===== config.mk =====
export PLATFORM = sky130hd
export DESIGN_NAME = sapc_top
export DESIGN_NICKNAME = d
export VERILOG_FILES = /design/src/sapc_sync.v /design/src/sapc_top.v
export VERILOG_INCLUDE_DIRS = /design/src
export SDC_FILE = /design/constraint.sdc
export NUM_CORES = 1
export LEC_CHECK = 0
export ABC_CLOCK_PERIOD_IN_PS = 6000
export BUFFER_PORTS_ARGS = -buffer_cell sky130_fd_sc_hd__buf_2
export CAP_MARGIN = 20
export CORE_UTILIZATION = 63
export CTS_BUF_LIST = sky130_fd_sc_hd__clkbuf_8
export DETAILED_ROUTE_END_ITERATION = 8
export PLACE_DENSITY = 0.87
export SLEW_MARGIN = 20
export SYNTH_ARGS = -nofsm -noshare
export SYNTH_HDL_FRONTEND = slang
export SYNTH_SLANG_ARGS = --single-unit

===== constraint.sdc =====
create_clock -name mclk -period 6 [get_ports mclk]
set_clock_uncertainty 0.2 [all_clocks]
set_input_delay 0.6 -clock mclk [delete_from_list [all_inputs] [get_ports mclk]]
set_output_delay 0.6 -clock mclk [all_outputs]
set_load 0.03 [all_outputs]

===== src/sapc_defs.vh =====
`ifndef SAPC_DEFS_VH
`define SAPC_DEFS_VH

// ==========================================================
// Widths
`define SAPC_RES_W 14
`define SAPC_BYTE_W 8
`define SAPC_CNT_W 8

// ==========================================================
// Timing: conversion time in ns, clock period in ns
`define SAPC_T_CONV_NS 4700
`define SAPC_CLK_NS 40
// Longest time rounds down
`define SAPC_CONV_CYC (`SAPC_T_CONV_NS / `SAPC_CLK_NS)

// ==========================================================
// Result reset value and SAR start mask
`define SAPC_RES_RST 14'h0000
`define SAPC_SAR_TOP 14'h2000
`define SAPC_CNT_ZERO 8'h00
`define SAPC_HI_PAD 2'h0

`endif


===== src/sapc_sync.v =====
`timescale 1ns/1ps
`default_nettype none

// ==========================================================
// Two-flop synchroniser for one pin
module sapc_sync
(
	// Clock and reset
	input wire mclk,
	input wire rst_b,
	// Pin and synchronised level
	input wire pin,
	output reg sync_q
);

reg meta_q;

// Only sync_q reads meta_q
always @(posedge mclk)
begin
	if (!rst_b)
	begin
		meta_q <= 1'b1;
		sync_q <= 1'b1;
	end
	else
	begin
		meta_q <= pin;
		sync_q <= meta_q;
	end
end

endmodule
`default_nettype wire


===== src/sapc_top.v =====
// What this block does
// First strobe fall with select low wakes device into acquisition.
// Second strobe fall ends acquisition and starts conversion.
// Third strobe fall with select high drives result on bus.
// Reset pin high resets the whole device.
// Result is 14 bits; byte variant shares one eight-line bus.
// High-byte select 1 gives high byte, 0 gives low byte.
// Select at second fall: high shuts reference down, low keeps it.
// End-of-conversion output goes low when conversion finishes.
// Bit 13 is MSB; high byte holds bits 13..8, top two zero.
// Data outputs stay undriven unless presenting a result.
`include "sapc_defs.vh"
`timescale 1ns/1ps
`default_nettype none

module sapc_top
(
	// Clock and system reset
	input wire mclk,
	input wire rst_b,
	// Host pins
	input wire dev_reset,
	input wire conv_strobe_b,
	input wire read_conv_sel,
	input wire high_byte_select,
	// Comparator from the analog core
	input wire cmp_in,
	// Status and power pins
	output reg eoc_b_q,
	output reg ref_pwr_q,
	output reg acq_q,
	// Wide data bus, enable low drives
	output reg [`SAPC_RES_W-1:0] result_bits_q,
	output reg [`SAPC_RES_W-1:0] result_oe_b_q,
	// Byte bus, enable low drives
	output reg [`SAPC_BYTE_W-1:0] byte_bus_q,
	output reg [`SAPC_BYTE_W-1:0] byte_oe_b_q
);

// ==========================================================
// States
localparam [4:0] ST_IDLE = 5'h01;
localparam [4:0] ST_ACQ = 5'h02;
localparam [4:0] ST_CONV = 5'h04;
localparam [4:0] ST_DONE = 5'h08;
localparam [4:0] ST_READ = 5'h10;

// Whole cycles of the conversion time, cut to the counter width
localparam integer CONV_CYC_N = `SAPC_CONV_CYC;
localparam [`SAPC_CNT_W-1:0] CONV_CYC = CONV_CYC_N[`SAPC_CNT_W-1:0];
localparam [`SAPC_CNT_W-1:0] CNT_ONE = 8'h01;

wire strobe_s;
wire sel_s;
wire hbs_s;
wire rst_pin_s;
reg strobe_prev_q;
wire strobe_fall;
reg [4:0] state_q;
reg [4:0] state_d;
reg shut_q;
reg [`SAPC_CNT_W-1:0] cnt_q;
reg [`SAPC_RES_W-1:0] sar_q;
reg [`SAPC_RES_W-1:0] bit_q;
reg [`SAPC_RES_W-1:0] res_q;
wire soft_rst;
wire [`SAPC_BYTE_W-1:0] hi_byte;
wire [`SAPC_BYTE_W-1:0] lo_byte;
reg eoc_b_d;
reg acq_d;
reg ref_pwr_d;
reg drive_d;

// ==========================================================
// Pin synchronisers
sapc_sync u_sync_strobe (.mclk(mclk), .rst_b(rst_b),
	.pin(conv_strobe_b), .sync_q(strobe_s));
sapc_sync u_sync_sel (.mclk(mclk), .rst_b(rst_b),
	.pin(read_conv_sel), .sync_q(sel_s));
sapc_sync u_sync_hbs (.mclk(mclk), .rst_b(rst_b),
	.pin(high_byte_select), .sync_q(hbs_s));
sapc_sync u_sync_rst (.mclk(mclk), .rst_b(rst_b),
	.pin(~dev_reset), .sync_q(rst_pin_s));

// Device reset from pin or system
assign soft_rst = !rst_b || !rst_pin_s;
// A fall counts only after a high level was seen since reset,
// so a strobe held low through a dev_reset starts nothing; the synchroniser resets high on rst_b
assign strobe_fall = strobe_prev_q && !strobe_s;

// Byte split of the held result
assign hi_byte = {`SAPC_HI_PAD, res_q[`SAPC_RES_W-1:`SAPC_BYTE_W]};
assign lo_byte = res_q[`SAPC_BYTE_W-1:0];

// ==========================================================
// Next-state logic
always @*
begin
	state_d = state_q;
	case (state_q)
		ST_IDLE:
			if (strobe_fall && !sel_s)
				state_d = ST_ACQ;
		ST_ACQ:
			if (strobe_fall)
				state_d = ST_CONV;
		ST_CONV:
			if (cnt_q == CNT_ONE)
				state_d = ST_DONE;
		ST_DONE:
			if (strobe_fall && sel_s)
				state_d = ST_READ;
			else if (strobe_fall)
				state_d = ST_ACQ;
		ST_READ:
			if (strobe_s)
				state_d = ST_IDLE;
		default:
			state_d = ST_IDLE;
	endcase
end

// ==========================================================
// Sequencer, SAR and result register
always @(posedge mclk)
begin
	if (soft_rst)
	begin
		// Low so a strobe held low through a dev_reset is no fall
		strobe_prev_q <= 1'b0;
		state_q <= ST_IDLE;
		shut_q <= 1'b0;
		cnt_q <= `SAPC_CNT_ZERO;
		sar_q <= `SAPC_RES_RST;
		bit_q <= `SAPC_RES_RST;
		res_q <= `SAPC_RES_RST;
	end
	else
	begin
		strobe_prev_q <= strobe_s;
		state_q <= state_d;
		if (state_q == ST_ACQ && strobe_fall)
		begin
			shut_q <= sel_s;
			cnt_q <= CONV_CYC;
			sar_q <= `SAPC_SAR_TOP;
			bit_q <= `SAPC_SAR_TOP;
		end
		else if (state_q == ST_CONV)
		begin
			cnt_q <= cnt_q - CNT_ONE;
			// One trial bit per cycle until all decided
			if (bit_q != `SAPC_RES_RST)
			begin
				sar_q <= (cmp_in ? sar_q : (sar_q & ~bit_q)) | (bit_q >> 1);
				bit_q <= bit_q >> 1;
			end
			if (cnt_q == CNT_ONE)
				res_q <= sar_q;
		end
	end
end

// ==========================================================
// Output next values from the next state
// Pins are registered from state_d so they move with the state
always @*
begin
	eoc_b_d = 1'b1;
	acq_d = 1'b0;
	ref_pwr_d = ref_pwr_q;
	drive_d = 1'b0;
	case (state_d)
		ST_IDLE:
			// Reference keeps the level the last conversion left
			ref_pwr_d = ref_pwr_q;
		ST_ACQ:
		begin
			// Wake the reference for tracking
			acq_d = 1'b1;
			ref_pwr_d = 1'b1;
		end
		ST_CONV:
			ref_pwr_d = 1'b1;
		ST_DONE:
		begin
			// Result ready; shutdown choice drops the reference
			eoc_b_d = 1'b0;
			if (shut_q)
				ref_pwr_d = 1'b0;
		end
		ST_READ:
		begin
			// Result stays flagged while the bus is driven
			eoc_b_d = 1'b0;
			drive_d = 1'b1;
		end
		default:
		begin
			eoc_b_d = 1'b1;
			acq_d = 1'b0;
		end
	endcase
end

// ==========================================================
// Registered outputs
always @(posedge mclk)
begin
	if (soft_rst)
	begin
		eoc_b_q <= 1'b1;
		ref_pwr_q <= 1'b0;
		acq_q <= 1'b0;
		result_bits_q <= `SAPC_RES_RST;
		result_oe_b_q <= {`SAPC_RES_W{1'b1}};
		byte_bus_q <= {`SAPC_BYTE_W{1'b0}};
		byte_oe_b_q <= {`SAPC_BYTE_W{1'b1}};
	end
	else
	begin
		eoc_b_q <= eoc_b_d;
		acq_q <= acq_d;
		ref_pwr_q <= ref_pwr_d;
		result_bits_q <= res_q;
		byte_bus_q <= hbs_s ? hi_byte : lo_byte;
		// Drive only while presenting a result
		result_oe_b_q <= {`SAPC_RES_W{!drive_d}};
		byte_oe_b_q <= {`SAPC_BYTE_W{!drive_d}};
	end
end

endmodule
`default_nettype wire


==> flow_metrics.py, run 1 <==
metrics = {
    "floorplan": {
        "die-width_um": 77.1,
        "dieHeight_um": 77.1,
        "die-area_mm2": 0.00595,
        "ioPinCount": 54,
        "start_util_pct": 67.5,
        "core_area_mm2": 0.00527,
        "rows": 26,
    },
    "finish": {
        "antennaDiodeCount": 0,
        "fillers": 388,
        "nNetsFinal": 410,
        "finish.utilization_pct": 72.6,
        "drive_above_1_share_pct": 18.7,
        "fin_area_mm2": 0.00383,
        "final-instance-count-excl-fill": 476,
        "area_growth_pct": 7.67,
        "ff_latch_area_mm2": 0.00182,
        "multi_input_area_mm2": 0.00139,
    },
    "setup_path": {
        "worst_ep_required_time_ps": 6030,
        "crit_path_start_kind": "flop",
        "cp-startpoint": "state_q[2]",
        "reg2reg_from": "state_q[2]",
        "r2r-end": "ref_pwr_q",
        "reg2regPathDepth": 4,
        "crit_arrival_ps": 2720,
        "r2r_slack_ps": 3310,
        "path_class": "reg -> reg",
        "crit_fanout": 16,
        "worstSetupEndpointType": "flop",
    },
    "clocking": {
        "cts.htree.levels": 3,
        "cts_buffers": 9,
        "cts.repair.resized": 0,
        "cts_hold_buf": 0,
        "clock-sinks": 91,
        "clock_tree.buffer_depth": 2,
        "postCtsSetupBuffers": 0,
        "clkLatencyLatePin_ps": 350,
        "path_clk_slew_ps": 80,
        "clockRootBuffer": "clkbuf_8",
        "cts_tree": "built",
    },
    "logic_synthesis": {
        "ys_warn_count": 0,
        "synth_ff_type": "dfxtp_1",
        "synth_area_per_cell_um2": 9.38,
        "synth_seq_cells": 91,
        "async_flop_share_pct": 0,
        "ys_types": 47,
        "yosys-top-cells-area": "dfxtp_1 (51%), mux2i_1 (5.9%), a21oi_1 (5.1%)",
        "synth_edf_count": 0,
        "ys_seq_area_share_pct": 51.2,
        "netlist.area_leader.share_pct": 51.2,
        "synth_cells": 379,
        "syn_area_mm2": 0.00355,
        "synth_nets": 388,
        "synth.most_common_cell": "dfxtp_1",
        "synth_top_cells_by_count": "dfxtp_1 (91), a21oi_1 (36), nor2_1 (29)",
        "yosys.area.top_type": "dfxtp_1",
    },
    "min_path": {
        "worstHoldPathType": "reg -> reg",
        "whs_path_depth": 1,
        "hold_start": "u_sync_sel.meta_q",
        "min_to": "u_sync_sel.sync_q",
    },
    "power": {
        "powerDensity_mw_per_mm2": 268,
        "finalPower_mw": 1.03,
        "p_leak_nw": 1.64,
        "peakVddDrop_mv": 0.175,
    },
    "place": {
        "port_buffers": 53,
        "place_inst": 460,
        "dpl.hpwl_um": 4410,
        "place_area_mm2": 0.00364,
        "gp_congestion": 0.782,
    },
    "sta": {
        "hold_violations": 0,
        "tns_ps": 0,
        "worstMarginPinSlew_ps": 958,
        "slew_violations": 0,
        "rsz0062_at_grt": "false",
        "min_period_over_period_pct": 44.9,
        "maxSlewHeadroom_pct": 36.0,
        "max_freq_mhz": 371,
        "period_needed_ps": 2690,
        "setup_viol": 0,
    },
    "global_routing": {
        "grt_usage_pct": 23.3,
        "gr-total-overflow": 0,
        "antenna_found_initial": 0,
        "grt_pass1_vias": 2367,
        "grt_max_degree": 31,
        "grt_pass1_wl_um": 10900,
    },
    "detailed_routing": {
        "dr.pass1.iters": 4,
        "ant_nets": 0,
        "drt_iter0_markers": 177,
        "wl_per_cell_um": 13.8,
        "drt_wl_total_um": 6590,
        "num_vias": 2640,
        "drcViolationCount": 0,
        "vias_per_cell": 5.55,
    },
    "flow_run": {
        "cap_violations": 0,
    },
    "status": {
        "status": "completed",
    },
}
-- flip-flops by register name, indices dropped and copies added (netlist names) --
signal,count
u_sync_sel.meta_q,1
u_sync_sel.sync_q,1
bit_q,14
u_sync_rst.sync_q,1
u_sync_hbs.meta_q,1
u_sync_rst.meta_q,1
byte_oe_b_q,1
res_q,14
sar_q,14
u_sync_strobe.meta_q,1
acq_q,1
result_bits_q,14
byte_bus_q,8
strobe_prev_q,1
ref_pwr_q,1
shut_q,1
state_q,5
cnt_q,8
u_sync_strobe.sync_q,1
u_sync_hbs.sync_q,1
eoc_b_q,1
-- routing by layer --
metal	global-route usage (%)	wire, um	up-vias
li1	-	-	1319
met1	29.1	2960	1209
met2	37.9	3090	100
met3	7.50	418	12
met4	8.11	126	0
met5	0	0	-
-- area by class of cell --
type	count	area share, %
Clock buffer	9	3.24
Clock inverter	7	1.77
Inverter	20	1.96
Multi-Input combinational cell	226	36.2
Sequential cell	91	47.6
Tap cell	70	2.29
Timing Repair Buffer	53	6.93
-- worst max-delay path: stages, from the launching register on --
cell and delay, ps:
dfxtp_1 560, nor2b_1 550, nand4_2 660, o2111ai_1 450, o311ai_2 140
-- cell usage in the layout, fill, tap and decap left out, types with 3 or more instances in the layout --
| cell type | Yosys | layout |
|---|---|---|
| nand3_1 | 6 | 6 |
| mux2i_1 | 21 | 21 |
| xor2_1 | 5 | 5 |
| o21ai_0 | 19 | 19 |
| nor2_1 | 29 | 29 |
| dfxtp_1 | 91 | 91 |
| nand2b_1 | 12 | 12 |
| and3_1 | 15 | 15 |
| nor4_1 | 5 | 5 |
| clkbuf_8 | 0 | 9 |
| nor3_1 | 3 | 3 |
| nor2b_1 | 7 | 7 |
| a211oi_1 | 5 | 5 |
| nand4_1 | 6 | 6 |
| nand2_1 | 26 | 26 |
| inv_1 | 20 | 21 |
| buf_2 | 6 | 53 |
| a21oi_1 | 36 | 36 |
-- report_power, final --
group          internal (mW)  total [mW]  leakage [nW]  switching (mW)
Combinational        0.00665      0.0206         0.806          0.0139
Sequential             0.607       0.611         0.735         0.00431
Clock                  0.191       0.394        0.0968           0.203
Total                  0.804        1.03          1.64           0.221
-- how the worst max path moves through the flow --
stage / endpoint / slack [ps] / cells past startpoint
4_1_cts: ref_pwr_q / 3370 / 4
2_1_floorplan: sar_q[13] / 4090 / 6
5_1_grt: ref_pwr_q / 3150 / 4
3_3_place_gp: ref_pwr_q / 3480 / 4
3_5_place_dp: ref_pwr_q / 3390 / 4
6_report: ref_pwr_q / 3310 / 4
-- per-stage QoR --
stage | worst slack [ps] | hold slack [ps]
floorplan | 4090 | 186
global placement | 3480 | 192
detailed placement | 3390 | 201
CTS | 3370 | 218
global route | 3150 | 236
finish | 3310 | 218
-- cell families (layout without fill, tap and decap cells) --
group	Yosys count	in the layout	synth area share, %
compound gates	69	69	11.2
xor+xnor	7	7	1.72
fa+ha+maj	2	2	0.704
buf+inv	62	89	9.75
flops	91	91	51.2
mux	21	21	5.91
simple gates	127	127	19.5
(Power assumes the default switching activity.)
==> run 2: changes to the inputs <==
--- a/config.mk
+++ b/config.mk
@@ -6,13 +6,14 @@
 export SDC_FILE = /design/constraint.sdc
 export NUM_CORES = 1
 export LEC_CHECK = 0
-export ABC_CLOCK_PERIOD_IN_PS = 6000
+export ABC_AREA = 1
+export ABC_CLOCK_PERIOD_IN_PS = 2800
 export BUFFER_PORTS_ARGS = -buffer_cell sky130_fd_sc_hd__buf_2
 export CAP_MARGIN = 20
-export CORE_UTILIZATION = 63
+export CORE_UTILIZATION = 58
 export CTS_BUF_LIST = sky130_fd_sc_hd__clkbuf_8
 export DETAILED_ROUTE_END_ITERATION = 8
-export PLACE_DENSITY = 0.87
+export PLACE_DENSITY = 0.81
 export SLEW_MARGIN = 20
 export SYNTH_ARGS = -nofsm -noshare
 export SYNTH_HDL_FRONTEND = slang
==> constraint.sdc (replaced) <==
create_clock -name mclk -period 2.8 [get_ports mclk]
set_clock_uncertainty 0.2 [all_clocks]
set_input_delay 0.28 -clock mclk [delete_from_list [all_inputs] [get_ports mclk]]
set_output_delay 0.28 -clock mclk [all_outputs]
set_load 0.03 [all_outputs]
==> run 2 against run 1 <==
  * Sequential power increased by 110%
  * Synthesized cell count increased by 19%
  * Cell area increased by 3.7%
  * Sequential cell count unchanged
  * Clock power increased by 120%
  * Non-clock buffer count increased by 10
  * Largest power group unchanged
==> flow_metrics.py, run 2 <==
metrics = {
    "power": {
        "p_int_mw": 1.71,
        "powerDensity_mw_per_mm2": 562,
        "peakVddDrop_mv": 0.365,
        "power_switching_uw": 523,
        "p_sw_share_pct": 23.5,
        "seqPwrFrac_pct": 58.5,
        "combPwrFrac_pct": 3.1,
        "p_leak_nw": 1.69,
        "finalPower_mw": 2.23,
        "p_clk_share_pct": 38.4,
    },
    "place": {
        "place_inst": 539,
        "place_area_mm2": 0.00368,
        "dpl.hpwl_um": 4580,
        "gp_congestion": 0.948,
        "port_buffers": 53,
    },
    "min_path": {
        "whs_path_depth": 5,
        "min_to": "sar_q[0]",
        "worstHoldPathType": "in -> reg",
        "hold_start": "cmp_in",
    },
    "logic_synthesis": {
        "synth_seq_cells": 91,
        "syn_area_mm2": 0.00362,
        "synth_top_cells_by_count": "dfxtp_1 (91), nand2_1 (81), a21oi_1 (53)",
        "synth.most_common_cell": "dfxtp_1",
        "synth_cells": 450,
        "ys_types": 32,
        "ys_warn_count": 0,
        "synth_nets": 459,
        "netlist.area_leader.share_pct": 50.4,
        "yosys.area.top_type": "dfxtp_1",
        "synth_ff_type": "dfxtp_1",
        "synth_area_per_cell_um2": 8.04,
        "async_flop_share_pct": 0,
        "yosys-top-cells-area": "dfxtp_1 (50%), nand2_1 (8.4%), a21oi_1 (7.3%)",
        "ys_seq_area_share_pct": 50.4,
        "synth_edf_count": 0,
    },
    "clocking": {
        "clock_tree.buffer_depth": 2,
        "postCtsSetupBuffers": 0,
        "cts_buffers": 9,
        "clkLatencyLatePin_ps": 360,
        "cts.htree.levels": 3,
        "clock-sinks": 91,
        "clockRootBuffer": "clkbuf_8",
        "path_clk_slew_ps": 90,
        "cts_tree": "built",
    },
    "detailed_routing": {
        "dr.pass1.iters": 5,
        "vias_per_cell": 5.17,
        "drcViolationCount": 0,
        "wl_per_cell_um": 12.4,
        "num_vias": 2917,
        "drt_wl_total_um": 6990,
        "ant_nets": 0,
        "drt_iter0_markers": 125,
    },
    "global_routing": {
        "grt_max_degree": 31,
        "grt_usage_pct": 22.7,
        "gr-total-overflow": 0,
        "grt_pass1_vias": 2427,
        "antenna_found_initial": 0,
        "grt_pass1_wl_um": 11200,
    },
    "setup_path": {
        "r2r-end": "sar_q[1]",
        "crit_arrival_ps": 2090,
        "path_buf_inv": 3,
        "crit_chain": "dlygate4sd3_1 > buf_2 > nand2_2 > inv_1 > nand2_2 > o32ai_1",
        "reg2reg_from": "state_q[0]",
        "cp_slowest_stage_delay_ps": 530,
        "cp-startpoint": "rst_b",
        "worst_ep_required_time_ps": 2830,
        "crit_path_start_kind": "input port",
        "crit_fanout": 30,
        "worstSetupEndpointType": "flop",
        "crit_top_cell": "nand2_2",
        "crit_family": "buffers and inverters",
        "path_class": "in -> reg",
        "r2r_slack_ps": 760,
        "reg2regPathDepth": 7,
        "crit_path_top_delay_cell": "dlygate4sd3_1",
    },
    "sta": {
        "slew_violations": 0,
        "worstMarginPinSlew_ps": 541,
        "period_needed_ps": 2060,
        "maxSlewHeadroom_pct": 63.8,
        "min_period_over_period_pct": 73.5,
        "tns_ps": 0,
        "max_freq_mhz": 486,
        "hold_violations": 0,
        "setup_viol": 0,
        "rsz0062_at_grt": "false",
    },
    "floorplan": {
        "ioPinCount": 54,
        "start_util_pct": 60.7,
        "core_area_mm2": 0.00596,
        "die-area_mm2": 0.00655,
        "rows": 28,
        "dieHeight_um": 81.0,
        "die-width_um": 81.0,
    },
    "finish": {
        "finish.utilization_pct": 66.6,
        "area_growth_pct": 9.72,
        "antennaDiodeCount": 0,
        "fin_area_mm2": 0.00397,
        "layout_common_cells": "dfxtp_1 (91), nand2_1 (81), a21oi_1 (53), buf_2 (53), inv_1 (50)",
        "nNetsFinal": 493,
        "final_common_cell": "dfxtp_1",
        "final-instance-count-excl-fill": 564,
        "drive_above_1_share_pct": 17.2,
    },
    "flow_run": {
        "cap_violations": 0,
    },
    "status": {
        "status": "completed",
    },
}
[run 2: worst min-delay path: stages]
cell and delay (ps):
buf_2 90, o21ai_0 80, nand2_1 50, nand2_1 40, a21oi_1 110
[run 2: area by class of cell]
| type | count | area [um^2] |
|---|---|---|
| Timing Repair Buffer | 63 | 363 |
| Sequential cell | 91 | 1820 |
| Clock buffer | 11 | 151 |
| Multi-Input combinational cell | 265 | 1290 |
| Tap cell | 75 | 93.8 |
| Inverter | 54 | 204 |
| Clock inverter | 5 | 42.5 |
| Fill cell | 491 | 1990 |
[run 2: routing by layer]
layer,track usage [%],up-vias,part of all wire (%)
li1,-,1480,-
met1,29.8,1328,45
met2,35.1,97,46
met3,6.40,12,6.4
met4,9.11,0,1.9
met5,0,-,0
[run 2: logic make-up after synthesis]
group                    Yosys count  synth area share (%)
XOR/XNOR                           1                 0.242
buffers and inverters             94                  13.9
adder cells (fa/ha/maj)            2                 0.692
AO/OA/AOI/OAI                    109                  16.7
flip-flops                        91                  50.4
AND/OR/NAND/NOR                  153                  18.1
[run 2: per-stage QoR]
stage,hold slack [ps],setup WS [ps]
floorplan,150,1240
global placement,182,916
CTS,105,758
detailed placement,187,830
global route,183,541
finish,120,741
[run 2: power by group through the flow]
stage          registers (mW)  logic (mW)  clock network [mW]
2_1_floorplan            1.34      0.0435                   0
3_3_place_gp             1.33      0.0568                   0
3_5_place_dp             1.33      0.0580                   0
4_1_cts                  1.30      0.0675               0.874
5_1_grt                  1.31      0.0761               0.924
6_report                 1.30      0.0685               0.856
[run 2: worst max path at each step]
stage,to,slack (ps),depth (start not counted)
final,shut_q,740,6
after global placement,sar_q[12],920,7
after detailed placement,shut_q,830,6
after floorplan,byte_oe_b_q[1],1240,1
after global routing,sar_q[11],540,7
after CTS,shut_q,760,6
[run 2: what timing repair did]
action / 4_1_cts / 5_1_grt
endpoints found under the hold margin: 8 / 0
hold buffers: 9 / 0
resized for setup: 0 / 0
==> run 3: changes to the inputs <==
--- a/config.mk
+++ b/config.mk
@@ -7,13 +7,13 @@
 export NUM_CORES = 1
 export LEC_CHECK = 0
 export ABC_AREA = 1
-export ABC_CLOCK_PERIOD_IN_PS = 2800
+export ABC_CLOCK_PERIOD_IN_PS = 1700
 export BUFFER_PORTS_ARGS = -buffer_cell sky130_fd_sc_hd__buf_2
 export CAP_MARGIN = 20
-export CORE_UTILIZATION = 58
+export CORE_UTILIZATION = 53
 export CTS_BUF_LIST = sky130_fd_sc_hd__clkbuf_8
 export DETAILED_ROUTE_END_ITERATION = 8
-export PLACE_DENSITY = 0.81
+export PLACE_DENSITY = 0.78
 export SLEW_MARGIN = 20
 export SYNTH_ARGS = -nofsm -noshare
 export SYNTH_HDL_FRONTEND = slang
==> constraint.sdc (replaced) <==
create_clock -name mclk -period 1.7 [get_ports mclk]
set_clock_uncertainty 0.2 [all_clocks]
set_input_delay 0.17 -clock mclk [delete_from_list [all_inputs] [get_ports mclk]]
set_output_delay 0.17 -clock mclk [all_outputs]
set_load 0.03 [all_outputs]
==> run 3 against run 2 <==
  * The run now ends with DRC left
  * Sequential power grew 65%
  * Wire length grew 6.4%
  * Clock power grew 58%
  * Via count is 3.6% higher
  * Critical endpoint is now res_q[9]
  * Cell count up 4.6%
  * Core utilization shrank 0.44 points
  * Non-clock buffer count increased by 22
  * Clock-buffer cell count decreased by 1
==> flow_metrics.py, run 3 (synthesis results as in run 2) <==
metrics = {
    "power": {
        "p_leak_nw": 1.82,
        "peakVddDrop_mv": 0.450,
        "powerDensity_mw_per_mm2": 849,
        "finalPower_mw": 3.63,
    },
    "place": {
        "gp_congestion": 0.962,
        "place_inst": 557,
        "dpl.hpwl_um": 4640,
        "port_buffers": 53,
        "place_area_mm2": 0.00383,
    },
    "floorplan": {
        "core_area_mm2": 0.00646,
        "dieHeight_um": 84.6,
        "ioPinCount": 54,
        "rows": 29,
        "die-area_mm2": 0.00716,
        "die-width_um": 84.6,
        "start_util_pct": 56.0,
    },
    "sta": {
        "max_freq_mhz": 606,
        "maxSlewHeadroom_pct": 75.4,
        "period_needed_ps": 1650,
        "slew_violations": 0,
        "worstMarginPinSlew_ps": 369,
        "min_period_over_period_pct": 97.0,
        "hold_violations": 0,
        "setup_viol": 0,
        "tns_ps": 0,
    },
    "finish": {
        "drive_above_1_share_pct": 23.6,
        "nNetsFinal": 517,
        "area_growth_pct": 18.2,
        "final_common_cell": "dfxtp_1",
        "antennaDiodeCount": 0,
        "fin_area_mm2": 0.00427,
        "fillers": 513,
        "layout_common_cells": "dfxtp_1 (87), nand2_1 (79), a21oi_1 (53), buf_2 (53), inv_1 (47)",
        "final-instance-count-excl-fill": 590,
    },
    "detailed_routing": {
        "vias_per_cell": 5.12,
        "drt_wl_total_um": 7430,
        "num_vias": 3021,
        "ant_nets": 0,
        "wl_per_cell_um": 12.6,
        "dr.pass1.iters": 9,
        "drcViolationCount": 9,
        "drt_iter0_markers": 174,
    },
    "global_routing": {
        "grt_max_degree": 31,
        "gr-total-overflow": 0,
        "antenna_found_initial": 0,
        "grt_usage_pct": 21.2,
        "grt_pass1_vias": 2698,
        "grt_pass1_wl_um": 12200,
    },
    "flow_run": {
        "cap_violations": 0,
    },
    "clocking": {
        "clock-sinks": 91,
        "clockRootBuffer": "clkbuf_8",
        "clock_tree.buffer_depth": 2,
        "clkLatencyLatePin_ps": 360,
        "cts.htree.levels": 3,
        "path_clk_slew_ps": 90,
        "cts_buffers": 9,
        "cts_tree": "built",
    },
    "setup_path": {
        "crit_path_start_kind": "flop",
        "crit_path_top_delay_cell": "dfxtp_2",
        "crit_top_cell": "buf_6",
        "reg2reg_from": "cnt_q[1]",
        "crit_chain": "inv_2 > ha_2 > nand3_2 > nor3_4 > buf_6 > buf_6 > nand2_8 > o21ai_1 > a21oi_1",
        "crit_arrival_ps": 1700,
        "r2r-end": "res_q[9]",
        "r2r_slack_ps": 50,
        "reg2regPathDepth": 9,
        "cp_slowest_stage_delay_ps": 340,
        "worstSetupEndpointType": "flop",
        "crit_fanout": 15,
        "path_class": "reg -> reg",
        "worst_ep_required_time_ps": 1750,
        "cp-startpoint": "cnt_q[1]",
    },
    "min_path": {
        "worstHoldPathType": "in -> reg",
        "hold_start": "cmp_in",
        "min_to": "sar_q[0]",
        "whs_path_depth": 5,
    },
    "status": {
        "violations": "DRC",
        "status": "complete, but fails checks",
    },
}
## run 3: report_power, final
part,internal [mW],total (mW),switching (mW)
clock,0.584,1.35,0.765
combinational,0.0493,0.133,0.0837
sequential,2.14,2.15,0.00477
## run 3: area by class of cell
type                            count  area [um^2]  share of cell area, %
Inverter                           54          219                   5.12
Multi-Input combinational cell    267         1350                   31.6
Timing Repair Buffer               85          598                   14.0
Tap cell                           77         96.3                   2.25
Clock inverter                      6         47.5                   1.11
Sequential cell                    91         1830                   42.7
Clock buffer                       10          138                   3.22
## run 3: stage by stage
| stage | utilization, % | worst slack, ps | hold WS [ps] |
|---|---|---|---|
| floorplan | - | 220 | 39.6 |
| global placement | 59.3 | 37.2 | 139 |
| detailed placement | 59.3 | -16.3 | 139 |
| CTS | 63.9 | 12.3 | 15.7 |
| global route | 66.2 | -6.48 | 95.2 |
| finish | 66.2 | 50.2 | 25.9 |
## run 3: metal layers
layer  vias to the layer above  part of all wire (%)  global-route usage (%)
met5                         -                     0                       0
met4                         0                   1.1                    6.78
met3                        12                   5.2                    5.60
met2                        87                    49                    35.1
met1                      1387                    45                    27.0
li1                       1535                     -                       -
## run 3: what timing repair did
action / CTS / global route
pin swaps: 1 / 5
hold endpoints to repair: 8 / 0
gates resized for setup: 1 / 24
setup buffers: 1 / 5
hold buffers: 9 / 0
cloned: 0 / 2
endpoints found under the setup margin: 5 / 73
## run 3: how the worst max path moves through the flow
| stage | end | slack, ps | cells after the start |
|---|---|---|---|
| after detailed placement | sar_q[6] | -20 | 7 |
| after CTS | ref_pwr_q | 10 | 9 |
| after global placement | ref_pwr_q | 40 | 9 |
| after global routing | eoc_b_q | -6 | 8 |
| final | res_q[9] | 50 | 9 |
| after floorplan | ref_pwr_q | 220 | 10 |
## run 3: worst max-delay path: cells and delay by family (launching register included)
family          cells  cell delay [ps]
flops               1              340
buf+inv             3              310
simple gates        3              360
fa+ha+maj           1              160
compound gates      2              170
